===== src/rtl/ifel_consts.svh =====
// Purpose: timing and width constants for the fast input front end
// Assumes: core_clk at 100 MHz
// Notes:   counts derived from times in their own units
`ifndef IFEL_CONSTS_SVH
`define IFEL_CONSTS_SVH
`define IFEL_CLK_MHZ          100
`define IFEL_NUM_INPUTS       8
`define IFEL_NUM_IRQ          6
`define IFEL_FAST_LO_US       5
`define IFEL_FAST_HI_US       50
`define IFEL_DEFAULT_MS       10
`define IFEL_DELAY_STEP_MS    1
`define IFEL_FAST_LO_CYC      (`IFEL_FAST_LO_US * `IFEL_CLK_MHZ)
`define IFEL_FAST_HI_CYC      (`IFEL_FAST_HI_US * `IFEL_CLK_MHZ)
`define IFEL_DEFAULT_CYC      (`IFEL_DEFAULT_MS * 1000 * `IFEL_CLK_MHZ)
`define IFEL_STEP_CYC         (`IFEL_DELAY_STEP_MS * 1000 * `IFEL_CLK_MHZ)
`define IFEL_CNT_W            20
`define IFEL_DELAY_W          8
`endif


===== src/rtl/ifel_pkg.sv =====
// Purpose: shared types for the fast input front end
// Assumes: ifel_consts.svh provides widths
// Notes:   none
`include "ifel_consts.svh"
package ifel_pkg;
  typedef logic [`IFEL_NUM_INPUTS-1:0] ifel_vec_t;
  typedef struct packed {
    logic [`IFEL_NUM_IRQ-1:0] rise;
    logic [`IFEL_NUM_IRQ-1:0] fall;
  } ifel_irq_t;
  typedef enum logic [1:0] {
    IFEL_IDLE = 2'b01,
    IFEL_WAIT = 2'b10
  } ifel_dly_st_t;
endpackage : ifel_pkg


===== src/rtl/ifel_filter.sv =====
// Purpose: one input noise filter, output follows input after a stable run
// Assumes: input already synchronised to core_clk
// Notes:   length counted in core_clk cycles
`timescale 1ns/100ps
`default_nettype none
module ifel_filter #(
  parameter int CNT_W = 20
) (
  input  wire logic             core_clk,
  input  wire logic             rst_b,
  input  wire logic             din,
  input  wire logic [CNT_W-1:0] len,
  output logic                  dout
);
  logic [CNT_W-1:0] cnt_r;
  logic [CNT_W-1:0] cnt_nxt;
  logic             out_r;
  logic             out_nxt;

  always_comb begin
    cnt_nxt = cnt_r;
    out_nxt = out_r;
    if (din == out_r) begin
      cnt_nxt = '0;
    end else if (cnt_r + 1'b1 >= len) begin
      out_nxt = din;
      cnt_nxt = '0;
    end else begin
      cnt_nxt = cnt_r + 1'b1;
    end
  end

  always_ff @(posedge core_clk or negedge rst_b) begin
    if (!rst_b) begin
      cnt_r <= '0;
      out_r <= 1'b0;
    end else begin
      cnt_r <= cnt_nxt;
      out_r <= out_nxt;
    end
  end

  assign dout = out_r;
endmodule : ifel_filter
`default_nettype wire


===== src/rtl/ifel_top.sv =====
// Purpose: filters, edge interrupts with delay, pulse latches of fast inputs
// Assumes: one 100 MHz clock, pins asynchronous to it
// Notes:   outputs forced off on a watchdog timeout
//
// How it works
// - counter-assigned inputs use 5 us filter (0..5) or 50 us (6,7)
// - other inputs keep the default 10 ms filter
// - six edge inputs, rise and fall pulses, each with a disable flag
// - interrupt start delayed by a program-set count of 1 ms steps
// - eight pulse inputs each set their own readable latch flag
// - watchdog timeout drives every output off
`timescale 1ns/100ps
`default_nettype none
`include "ifel_consts.svh"
module ifel_top
  import ifel_pkg::*;
#(
  parameter int                   NI         = `IFEL_NUM_INPUTS,
  parameter int                   NQ         = `IFEL_NUM_IRQ,
  parameter logic [`IFEL_CNT_W-1:0] DEF_CYC  = `IFEL_CNT_W'(`IFEL_DEFAULT_CYC),
  parameter logic [`IFEL_CNT_W-1:0] STEP_CYC = `IFEL_CNT_W'(`IFEL_STEP_CYC)
) (
  input  wire logic                   core_clk,
  input  wire logic                   rst_b,
  input  wire logic [NI-1:0]          fast_input_pin,
  input  wire logic [NI-1:0]          counter_assign,
  input  wire logic [NQ-1:0]          edge_irq_disable_flag,
  input  wire logic [`IFEL_DELAY_W-1:0] irq_delay_ms,
  input  wire logic [NI-1:0]          pulse_latch_clear,
  input  wire logic                   watchdog_timeout,
  output logic [NI-1:0]               filtered_input,
  output ifel_irq_t                   edge_irq_vector,
  output logic [NI-1:0]               pulse_latch_flag
);
  // --------------------------------------------------------------
  // synchronisers
  // --------------------------------------------------------------
  logic [NI-1:0] sync1_r;
  logic [NI-1:0] sync2_r;
  logic [NI-1:0] filt;
  logic [NI-1:0] filt_d_r;
  logic [NI-1:0] rise_ev;
  logic [NI-1:0] fall_ev;

  always_ff @(posedge core_clk or negedge rst_b) begin
    if (!rst_b) begin
      sync1_r <= '0;
      sync2_r <= '0;
    end else begin
      sync1_r <= fast_input_pin;
      sync2_r <= sync1_r;
    end
  end

  // --------------------------------------------------------------
  // filters
  // --------------------------------------------------------------
  function automatic logic [`IFEL_CNT_W-1:0] flen(input int idx, input logic cnt_use);
    logic [`IFEL_CNT_W-1:0] v;
    v = DEF_CYC;
    if (cnt_use) begin
      v = (idx < 6) ? `IFEL_CNT_W'(`IFEL_FAST_LO_CYC) : `IFEL_CNT_W'(`IFEL_FAST_HI_CYC);
    end
    return v;
  endfunction : flen

  genvar g;
  generate
    for (g = 0; g < NI; g++) begin : g_flt
      ifel_filter #(.CNT_W(`IFEL_CNT_W)) u_flt (
        .core_clk (core_clk),
        .rst_b    (rst_b),
        .din      (sync2_r[g]),
        .len      (flen(g, counter_assign[g])),
        .dout     (filt[g])
      );
    end
  endgenerate

  always_ff @(posedge core_clk or negedge rst_b) begin
    if (!rst_b) begin
      filt_d_r <= '0;
    end else begin
      filt_d_r <= filt;
    end
  end
  assign rise_ev = filt & ~filt_d_r;
  assign fall_ev = ~filt & filt_d_r;

  // --------------------------------------------------------------
  // 1 ms tick
  // --------------------------------------------------------------
  logic [`IFEL_CNT_W-1:0] tick_cnt_r;
  logic [`IFEL_CNT_W-1:0] tick_cnt_nxt;
  logic                   tick;
  always_comb begin
    tick         = (tick_cnt_r + 1'b1 >= STEP_CYC);
    tick_cnt_nxt = tick ? '0 : tick_cnt_r + 1'b1;
  end
  always_ff @(posedge core_clk or negedge rst_b) begin
    if (!rst_b) begin
      tick_cnt_r <= '0;
    end else begin
      tick_cnt_r <= tick_cnt_nxt;
    end
  end

  // --------------------------------------------------------------
  // edge interrupts with delay
  // --------------------------------------------------------------
  ifel_dly_st_t           st_r   [2*NQ];
  ifel_dly_st_t           st_nxt [2*NQ];
  logic [`IFEL_DELAY_W-1:0] dly_r  [2*NQ];
  logic [`IFEL_DELAY_W-1:0] dly_nxt[2*NQ];
  logic [2*NQ-1:0]        fire;
  logic [2*NQ-1:0]        ev;
  logic [2*NQ-1:0]        dis;

  // a disabled input drops edges; pending delays are also cancelled
  assign ev  = {fall_ev[NQ-1:0], rise_ev[NQ-1:0]};
  assign dis = {edge_irq_disable_flag, edge_irq_disable_flag};

  always_comb begin
    for (int i = 0; i < 2*NQ; i++) begin
      st_nxt[i]  = st_r[i];
      dly_nxt[i] = dly_r[i];
      fire[i]    = 1'b0;
      case (st_r[i])
        IFEL_IDLE: begin
          if (ev[i] && !dis[i]) begin
            if (irq_delay_ms == '0) begin
              fire[i] = 1'b1;
            end else begin
              st_nxt[i]  = IFEL_WAIT;
              dly_nxt[i] = irq_delay_ms;
            end
          end
        end
        IFEL_WAIT: begin
          if (dis[i]) begin
            st_nxt[i] = IFEL_IDLE;
          end else if (tick) begin
            if (dly_r[i] == `IFEL_DELAY_W'(1)) begin
              fire[i]   = 1'b1;
              st_nxt[i] = IFEL_IDLE;
            end
            dly_nxt[i] = dly_r[i] - 1'b1;
          end
        end
        default: begin
          st_nxt[i] = IFEL_IDLE;
        end
      endcase
    end
  end

  always_ff @(posedge core_clk or negedge rst_b) begin
    if (!rst_b) begin
      for (int i = 0; i < 2*NQ; i++) begin
        st_r[i]  <= IFEL_IDLE;
        dly_r[i] <= '0;
      end
    end else begin
      for (int i = 0; i < 2*NQ; i++) begin
        st_r[i]  <= st_nxt[i];
        dly_r[i] <= dly_nxt[i];
      end
    end
  end

  // --------------------------------------------------------------
  // pulse latches and outputs
  // --------------------------------------------------------------
  logic [NI-1:0] latch_r;
  logic [NI-1:0] latch_nxt;
  ifel_irq_t     irq_r;
  ifel_irq_t     irq_nxt;
  logic [NI-1:0] filt_out_r;
  logic [NI-1:0] filt_out_nxt;
  logic [NI-1:0] flag_out_r;
  logic [NI-1:0] flag_out_nxt;

  always_comb begin
    // set wins over a clear in the same cycle
    latch_nxt    = (latch_r & ~pulse_latch_clear) | rise_ev;
    irq_nxt.rise = fire[NQ-1:0];
    irq_nxt.fall = fire[2*NQ-1:NQ];
    filt_out_nxt = filt;
    // blanking is registered so every output leaves a flop; the latch itself is kept
    flag_out_nxt = latch_nxt;
    if (watchdog_timeout) begin
      irq_nxt      = '0;
      filt_out_nxt = '0;
      flag_out_nxt = '0;
    end
  end

  always_ff @(posedge core_clk or negedge rst_b) begin
    if (!rst_b) begin
      latch_r    <= '0;
      irq_r      <= '0;
      filt_out_r <= '0;
      flag_out_r <= '0;
    end else begin
      latch_r    <= latch_nxt;
      irq_r      <= irq_nxt;
      filt_out_r <= filt_out_nxt;
      flag_out_r <= flag_out_nxt;
    end
  end

  assign edge_irq_vector  = irq_r;
  assign filtered_input   = filt_out_r;
  assign pulse_latch_flag = flag_out_r;
endmodule : ifel_top
`default_nettype wire


===== config.mk =====
export PLATFORM = sky130hd
export DESIGN_NAME = ifel_top
export DESIGN_NICKNAME = d
export VERILOG_FILES = /design/src/rtl/ifel_pkg.sv /design/src/rtl/ifel_filter.sv /design/src/rtl/ifel_top.sv
export VERILOG_INCLUDE_DIRS = /design/src /design/src/rtl
export SDC_FILE = /design/constraint.sdc
export NUM_CORES = 1
export LEC_CHECK = 0
export BUFFER_PORTS_ARGS = -buffer_cell sky130_fd_sc_hd__buf_2
export CORE_ASPECT_RATIO = 1.5
export CORE_UTILIZATION = 30
export CTS_CLUSTER_DIAMETER = 40
export DETAILED_ROUTE_END_ITERATION = 8
export PLACE_DENSITY = 0.56
export SYNTH_ARGS = -nofsm -noshare
export SYNTH_HDL_FRONTEND = slang
export SYNTH_HIERARCHICAL = 1
export SYNTH_SLANG_ARGS = --single-unit

===== constraint.sdc =====
create_clock -name core_clk -period 6.6 [get_ports core_clk]
set_clock_uncertainty 0.05 [all_clocks]
set_input_delay 1.32 -clock core_clk [delete_from_list [all_inputs] [get_ports core_clk]]
set_output_delay 1.32 -clock core_clk [all_outputs]
set_load 0.03 [all_outputs]

# After elaboration in Yosys (flattened, before gate mapping)
# Index checks and enable logic that the tools add are counted.
# W data, S select, Z words.
[word_totals]
regBits = 368
in_bits = 41
out_inout_bits = 28
wordCells = 472
[classes]
addsub = 21
order_cmp = 9
eq_ne = 116
n_mux = 199
n_bitwise = 15
n_reduce_logical = 63
[op_table]
columns = ["op", "count"]
rows = [
  ["$mux W20", 25],
  ["$mux W8", 39],
  ["$pmux W8 S2", 12],
  ["$add A20 B1 Y20 const B", 9],
  ["$ge A20 B20 Y1", 8],
  ["$mux W2", 49],
  ["$eq A8 B1 Y1 const B", 12],
  ["$ne A2 B2 Y1 const B", 48],
  ["$sub A8 B1 Y8 const B", 12],
  ["$ne A3 B3 Y1 const B", 24],
  ["$reduce_and A5 Y1", 12],
  ["$mux W1", 49],
  ["$pmux W2 S2", 12],
  ["$reduce_and A4 Y1", 12],
  ["$eq A2 B1 Y1 const B", 12],
  ["$eq A2 B2 Y1 const B", 12],
  ["$pmux W1 S2", 12],
  ["$reduce_bool A2 Y1", 12],
  ["$ge A20 B17 Y1 const B", 1],
  ["$and A8 B8 Y8", 2],
  ["$not A8 Y8", 2],
  ["$reduce_and A2 Y1", 8],
  ["$logic_and A1 B1 Y1", 12],
  ["$mux W12", 1],
  ["other kinds (7)", 26],
]

# Depth between registers and ports, before layout
[logic_depth]
word_depth = 6
ltp_mapped = 13
depth_no_buf = 11

# Hierarchy
# The synthesis kept the hierarchy.
[modules_own_cells]
columns = ["module", "instances", "cells_per_inst", "area_each_um2", "seq_area_each_um2"]
rows = [
  ["ifel_top", 1, 1195, 11269.6, 5019.8],
  ["ifel_filter (g_flt[0].u_flt ...)", 7, 169, 1592.8, 525.5],
  ["ifel_filter (g_flt[6].u_flt)", 1, 164, 1602.8, 525.5],
]

# Worst setup path after synthesis
# Ideal clock, no wire load.
[synth_timing]
path_type = "input -> register"
start = "in irq_delay_ms[4]"
end = "reg dly_r[57] (netlist name)"
setup_ns = 0.125
arrival_time_ns = 3.263
t_required_ns = 6.425
setup_slack_ns = 3.162
stages = 9
n_path_buf = 2
cell_sequence = "clkbuf_1 -> nor4_1 -> and2_1 -> clkbuf_1 -> nor3_1 -> o21bai_1 -> a21oi_1 -> nor2_1 -> mux2_2"
[synth_between]
elab_chain_len = 3
[synth_lines]
columns = ["element", "line", "rtl"]
rows = [
  ["start: declaration", "ifel_top.sv:28", "input wire logic [`IFEL_DELAY_W-1:0] irq_delay_ms,"],
  ["$logic_not A8 Y1", "ifel_top.sv:131", "if (irq_delay_ms == '0) begin"],
  ["$ne A2 B2 Y1 (no line)", "n/a", ""],
  ["$reduce_and A5 Y1 (no line)", "n/a", ""],
  ["end signal: indexed assignment", "ifel_top.sv:166", "dly_r[i] <= dly_nxt[i];"],
  ["end: declaration", "ifel_top.sv:113", "logic [`IFEL_DELAY_W-1:0] dly_r [2*NQ];"],
]
# Every way passes these cells.
# A chain may end at the register's enable or synchronous reset.

# Worst setup path after layout
[layout_timing]
start = "reg tick_cnt_r[0]"
end = "reg st_r[11] (netlist name)"
[layout_between]
elab_chain_len = 4
[layout_lines]
columns = ["element", "line", "rtl"]
rows = [
  ["start: declaration", "ifel_top.sv:93", "logic [`IFEL_CNT_W-1:0] tick_cnt_r;"],
  ["start signal: assignment", "ifel_top.sv:104", "tick_cnt_r <= tick_cnt_nxt;"],
  ["$add A20 B1 Y20", "ifel_top.sv:97", "tick = (tick_cnt_r + 1'b1 >= STEP_CYC);"],
  ["$ge A20 B17 Y1", "ifel_top.sv:97", ""],
  ["$ne A3 B3 Y1 (no line)", "n/a", ""],
  ["$reduce_and A4 Y1 (no line)", "n/a", ""],
  ["end signal: indexed assignment", "ifel_top.sv:165", "st_r[i] <= st_nxt[i];"],
  ["end: declaration", "ifel_top.sv:111", "ifel_dly_st_t st_r [2*NQ];"],
]
# Every way passes these cells.

==> Flow_metrics.wiki <==
{| class="wikitable"
! Metric !! Value
|-
| Post-synth cell types || 103
|-
| Cell depth of the worst flop-to-flop path || 10
|-
| I/O pin cnt || 69
|-
| Clock latency of the later-clocked register in the worst-skew pair || 600 ps
|-
| Post-synth EDFFs || 0
|-
| Iteration count of the initial detailed-routing pass || 5
|-
| Total clock buffers created by CTS || 49
|-
| Pin count of the biggest net entering global routing || 122
|-
| Via count of the first global-routing pass || 19070
|-
| Number of hold violations in the final report || 0
|-
| Unrepaired setup endpoints after global routing || false
|-
| Port Buffer Count || 68
|-
| Horizontal die dimension || 233.0 um
|-
| Via count || 18810
|-
| Final antenna-violating net count || 0
|-
| Portion of total power attributed to the clock network || 0.418
|-
| Commonest cells in the synthesized netlist || dfrtp_1 (356), inv_1 (271), ha_1 (217), nand2_1 (186), nor2_1 (135)
|-
| Number of buffers added for setup after CTS || 0
|-
| Remaining global-route overflow || 0
|-
| Initial antenna violation count || 8
|-
| Post-route DRC || 0
|-
| Fraction of power consumed by sequential logic || 0.401
|-
| Worst setup path category || reg2reg
|-
| Portion of the clock cycle consumed by the worst path in the final layout || 0.6603
|-
| Total Die Area || 81230 um2
|-
| Starting utilization of the core area || 0.3041
|-
| Die Y-Extent || 348.6 um
|-
| Simple logic cell fraction of the synthesized area || 0.2353
|-
| Post-synthesis adder-cell area fraction || 0.1130
|-
| Half-perimeter wire length after placement || 42380 um
|-
| Critical-path maximum fanout || 20
|-
| Leakage || 12.94 nW
|-
| Final TNS setup || 0 ps
|-
| Endpoint class of the critical path || flip-flop
|-
| Max-cap viol count || 0
|-
| Post-synth top area share || 0.3709
|-
| Share of layout cells above drive strength 1 || 0.1093
|-
| Most used DFF post-synth || dfrtp_1
|-
| Hold buffer count at cts || 0
|-
| Clk root buf || clkbuf_16
|-
| Multiplexer share of the synthesized area || 0.01974
|-
| Syn avg cell area || 9.450 um2
|-
| Cell Area, Placed || 25710 um2
|-
| Number of clock sinks seen by CTS || 368
|-
| Number of gates resized after CTS || 0
|-
| Met1 routing resource usage after global routing || 0.1669
|-
| Wire length of the first global-routing pass || 97700 um
|-
| Cell-internal power || 4.471 mW
|-
| Sequential element share of the synthesized area || 0.3840
|-
| Complex-gate fraction of the synthesized area || 0.1283
|-
| Slew Viols, Final || 0
|-
| Post-synthesis instance total || 2542
|-
| Post-synthesis sequential element count || 368
|-
| Final-report setup violation count || 0
|-
| Leading post-synthesis cells by cell area || dfrtp_1 (37%), ha_1 (11%), inv_1 (4.2%)
|-
| Per-cell routed wire length || 15.83 um
|-
| Power per cell area || 237.0 nW/um2
|-
| Max-slew headroom at the worst pin || 0.2096
|-
| Number of H-tree levels || 2
|-
| GR Layer Usage met2 || 0.2728
|-
| Transition at the pin with the smallest max-transition slack || 1186 ps
|-
| CTS max path bufs || 3
|-
| Worst voltage drop across the vdd grid || 0.1722 mV
|-
| Number of cells traversed by the worst hold path || 0
|-
| Switching share of total power || 0.3103
|-
| DRT iter0 DRCs || 811
|-
| Xor and xnor area share after synthesis || 0.06235
|-
| Final nets || 2936
|-
| Routed wire length || 59250 um
|-
| GR Layer Usage met3 || 0.02059
|-
| Arrival @ worst endpoint || 4790 ps
|-
| Synthesized area || 24020 um2
|-
| Startpoint types || flip-flop
|-
| Dominant combinational cell family by area after synthesis || simple AND/OR/NAND/NOR gates
|-
| Part of the total power dissipated in combinational logic || 0.180
|-
| RD Place Congestion || 0.8409
|-
| Clk slew on worst S/H paths || 60 ps
|-
| Outcome || finished clean
|-
| Number of warnings issued by yosys || 6
|-
| Top cell type by total area after synthesis || dfrtp_1
|-
| Area delta synth->final || 13.88%
|-
| Post-route design area || 27360 um2
|-
| CTS tree || done
|-
| Maximum achievable frequency || 229.5 MHz
|-
| Total global-route track usage || 0.1484
|-
| Site Rows || 126
|-
| Routing layer with the top usage in global route || met2
|-
| Endpoint required time on the critical path || 7030 ps
|-
| Core outline area || 78980 um2
|-
| Classification of the worst-slack hold path || reg2reg
|-
| Most used standard cell by instance count after synthesis || dfrtp_1
|-
| Reported net switching power || 2.012 mW
|-
| Min Tclk post-route || 4358 ps
|-
| Detailed-route vias per instance || 5.028
|-
| Share of async-settable or async-resettable flops after synthesis || 1.000
|}
## cells in the final DEF, fill, tap and decap left out, types with 16 or more instances in the layout
cell type / n
inv_1: 271
xnor2_1: 77
mux2i_1: 26
o22ai_1: 30
a21oi_1: 101
and2_1: 16
o211ai_1: 25
nor3b_2: 35
and3_1: 49
and4_1: 24
xor2_1: 81
nand4_1: 61
nor3b_1: 101
nor3_1: 66
buf_2: 67
clkbuf_16: 51
nor2b_1: 44
nor2_1: 135
conb_1: 77
nor4_1: 32
o21ai_0: 87
nand2b_1: 30
nand3_1: 91
dfrtp_1: 356
nand2_1: 186
a21o_1: 16
ha_1: 217
## layout make-up
class                           count  area (um2)
Antenna cell                        1       2.502
Clock buffer                       61        1354
Clock inverter                     29       284.0
Fill cell                        8079       51630
Inverter                          273        1025
Multi-Input combinational cell   1905       13710
Sequential cell                   368        9224
Tap cell                         1024        1281
Timing Repair Buffer               81       473.0
## metrics by stage
stage	power (mW)	setup WS [ps]	utilization	hold slack [ps]	std cells
2_1_floorplan	3.492	3162	-	281.2	2617
3_3_place_gp	3.806	2134	0.3256	283.2	3651
3_5_place_dp	3.810	2079	0.3256	287.3	3651
4_1_cts	6.589	2173	0.3463	300.2	3741
5_1_grt	6.848	1922	0.3463	304.6	3742
6_report	6.483	2242	0.3463	297.3	3742
## logic make-up (layout without fill, tap and decap cells)
group,count (synthesis),in the layout
other,2,78
muxes,45,45
DFF,368,368
buffers and inverters,344,444
xor gates and xnor gates,165,165
and+or+nand+nor,956,956
AOI/OAI and AO/OA,445,445
adders and majority gates,217,217
## routing by layer
metal  share of wire  wire [um]
met4           0.043       2545
met1            0.41      24270
met5          0.0011         67
met3           0.033       1929
met2            0.51      30440
## registers in the layout, indices dropped and copies added, names as in the netlist
name / cells
sync2_r: 8
pulse_latch_flag: 8
g_flt.u_flt/dout: 8
dly_r: 96
sync1_r: 8
g_flt.u_flt/cnt_r: 160
edge_irq_vector: 12
filtered_input: 8
latch_r: 8
tick_cnt_r: 20
filt_d_r: 8
st_r: 24
## path summary, 6_finish.rpt
path                                         start                            endpoint  slack [ps]
setup / recovery           tick_cnt_r[0]$_DFF_PN0_                st_r[11]$_DFFE_PN0P_        2240
max in group asynchronous                    rst_b  g_flt[7].u_flt/cnt_r[13]$_DFF_PN0_        4490
min in group asynchronous                    rst_b   g_flt[6].u_flt/cnt_r[4]$_DFF_PN0_         780
setup reg to reg           tick_cnt_r[0]$_DFF_PN0_                st_r[11]$_DFFE_PN0P_        2240
hold reg to reg               sync1_r[3]$_DFF_PN0_                sync2_r[3]$_DFF_PN0_         300
hold / removal                sync1_r[3]$_DFF_PN0_                sync2_r[3]$_DFF_PN0_         300
## worst max-delay path, cell delays in order, from the launching register on
cell       delay, ps
dfrtp_1          420
ha_1             330
inv_1            140
nor4_4           410
mux2_2           390
a2bb2oi_2        150
o31ai_4          740
buf_4            410
nand2_1          500
and3_1           370
o32a_1           320
## power by group through the flow
stage | sequential [mW] | combinational [mW] | clock (mW)
after detailed placement | 2.64 | 1.17 | 0
after CTS | 2.60 | 1.18 | 2.81
after global placement | 2.64 | 1.17 | 0
after floorplan | 2.60 | 0.893 | 0
final | 2.60 | 1.17 | 2.71
after global routing | 2.63 | 1.33 | 2.89
(Power assumes the default switching activity.)
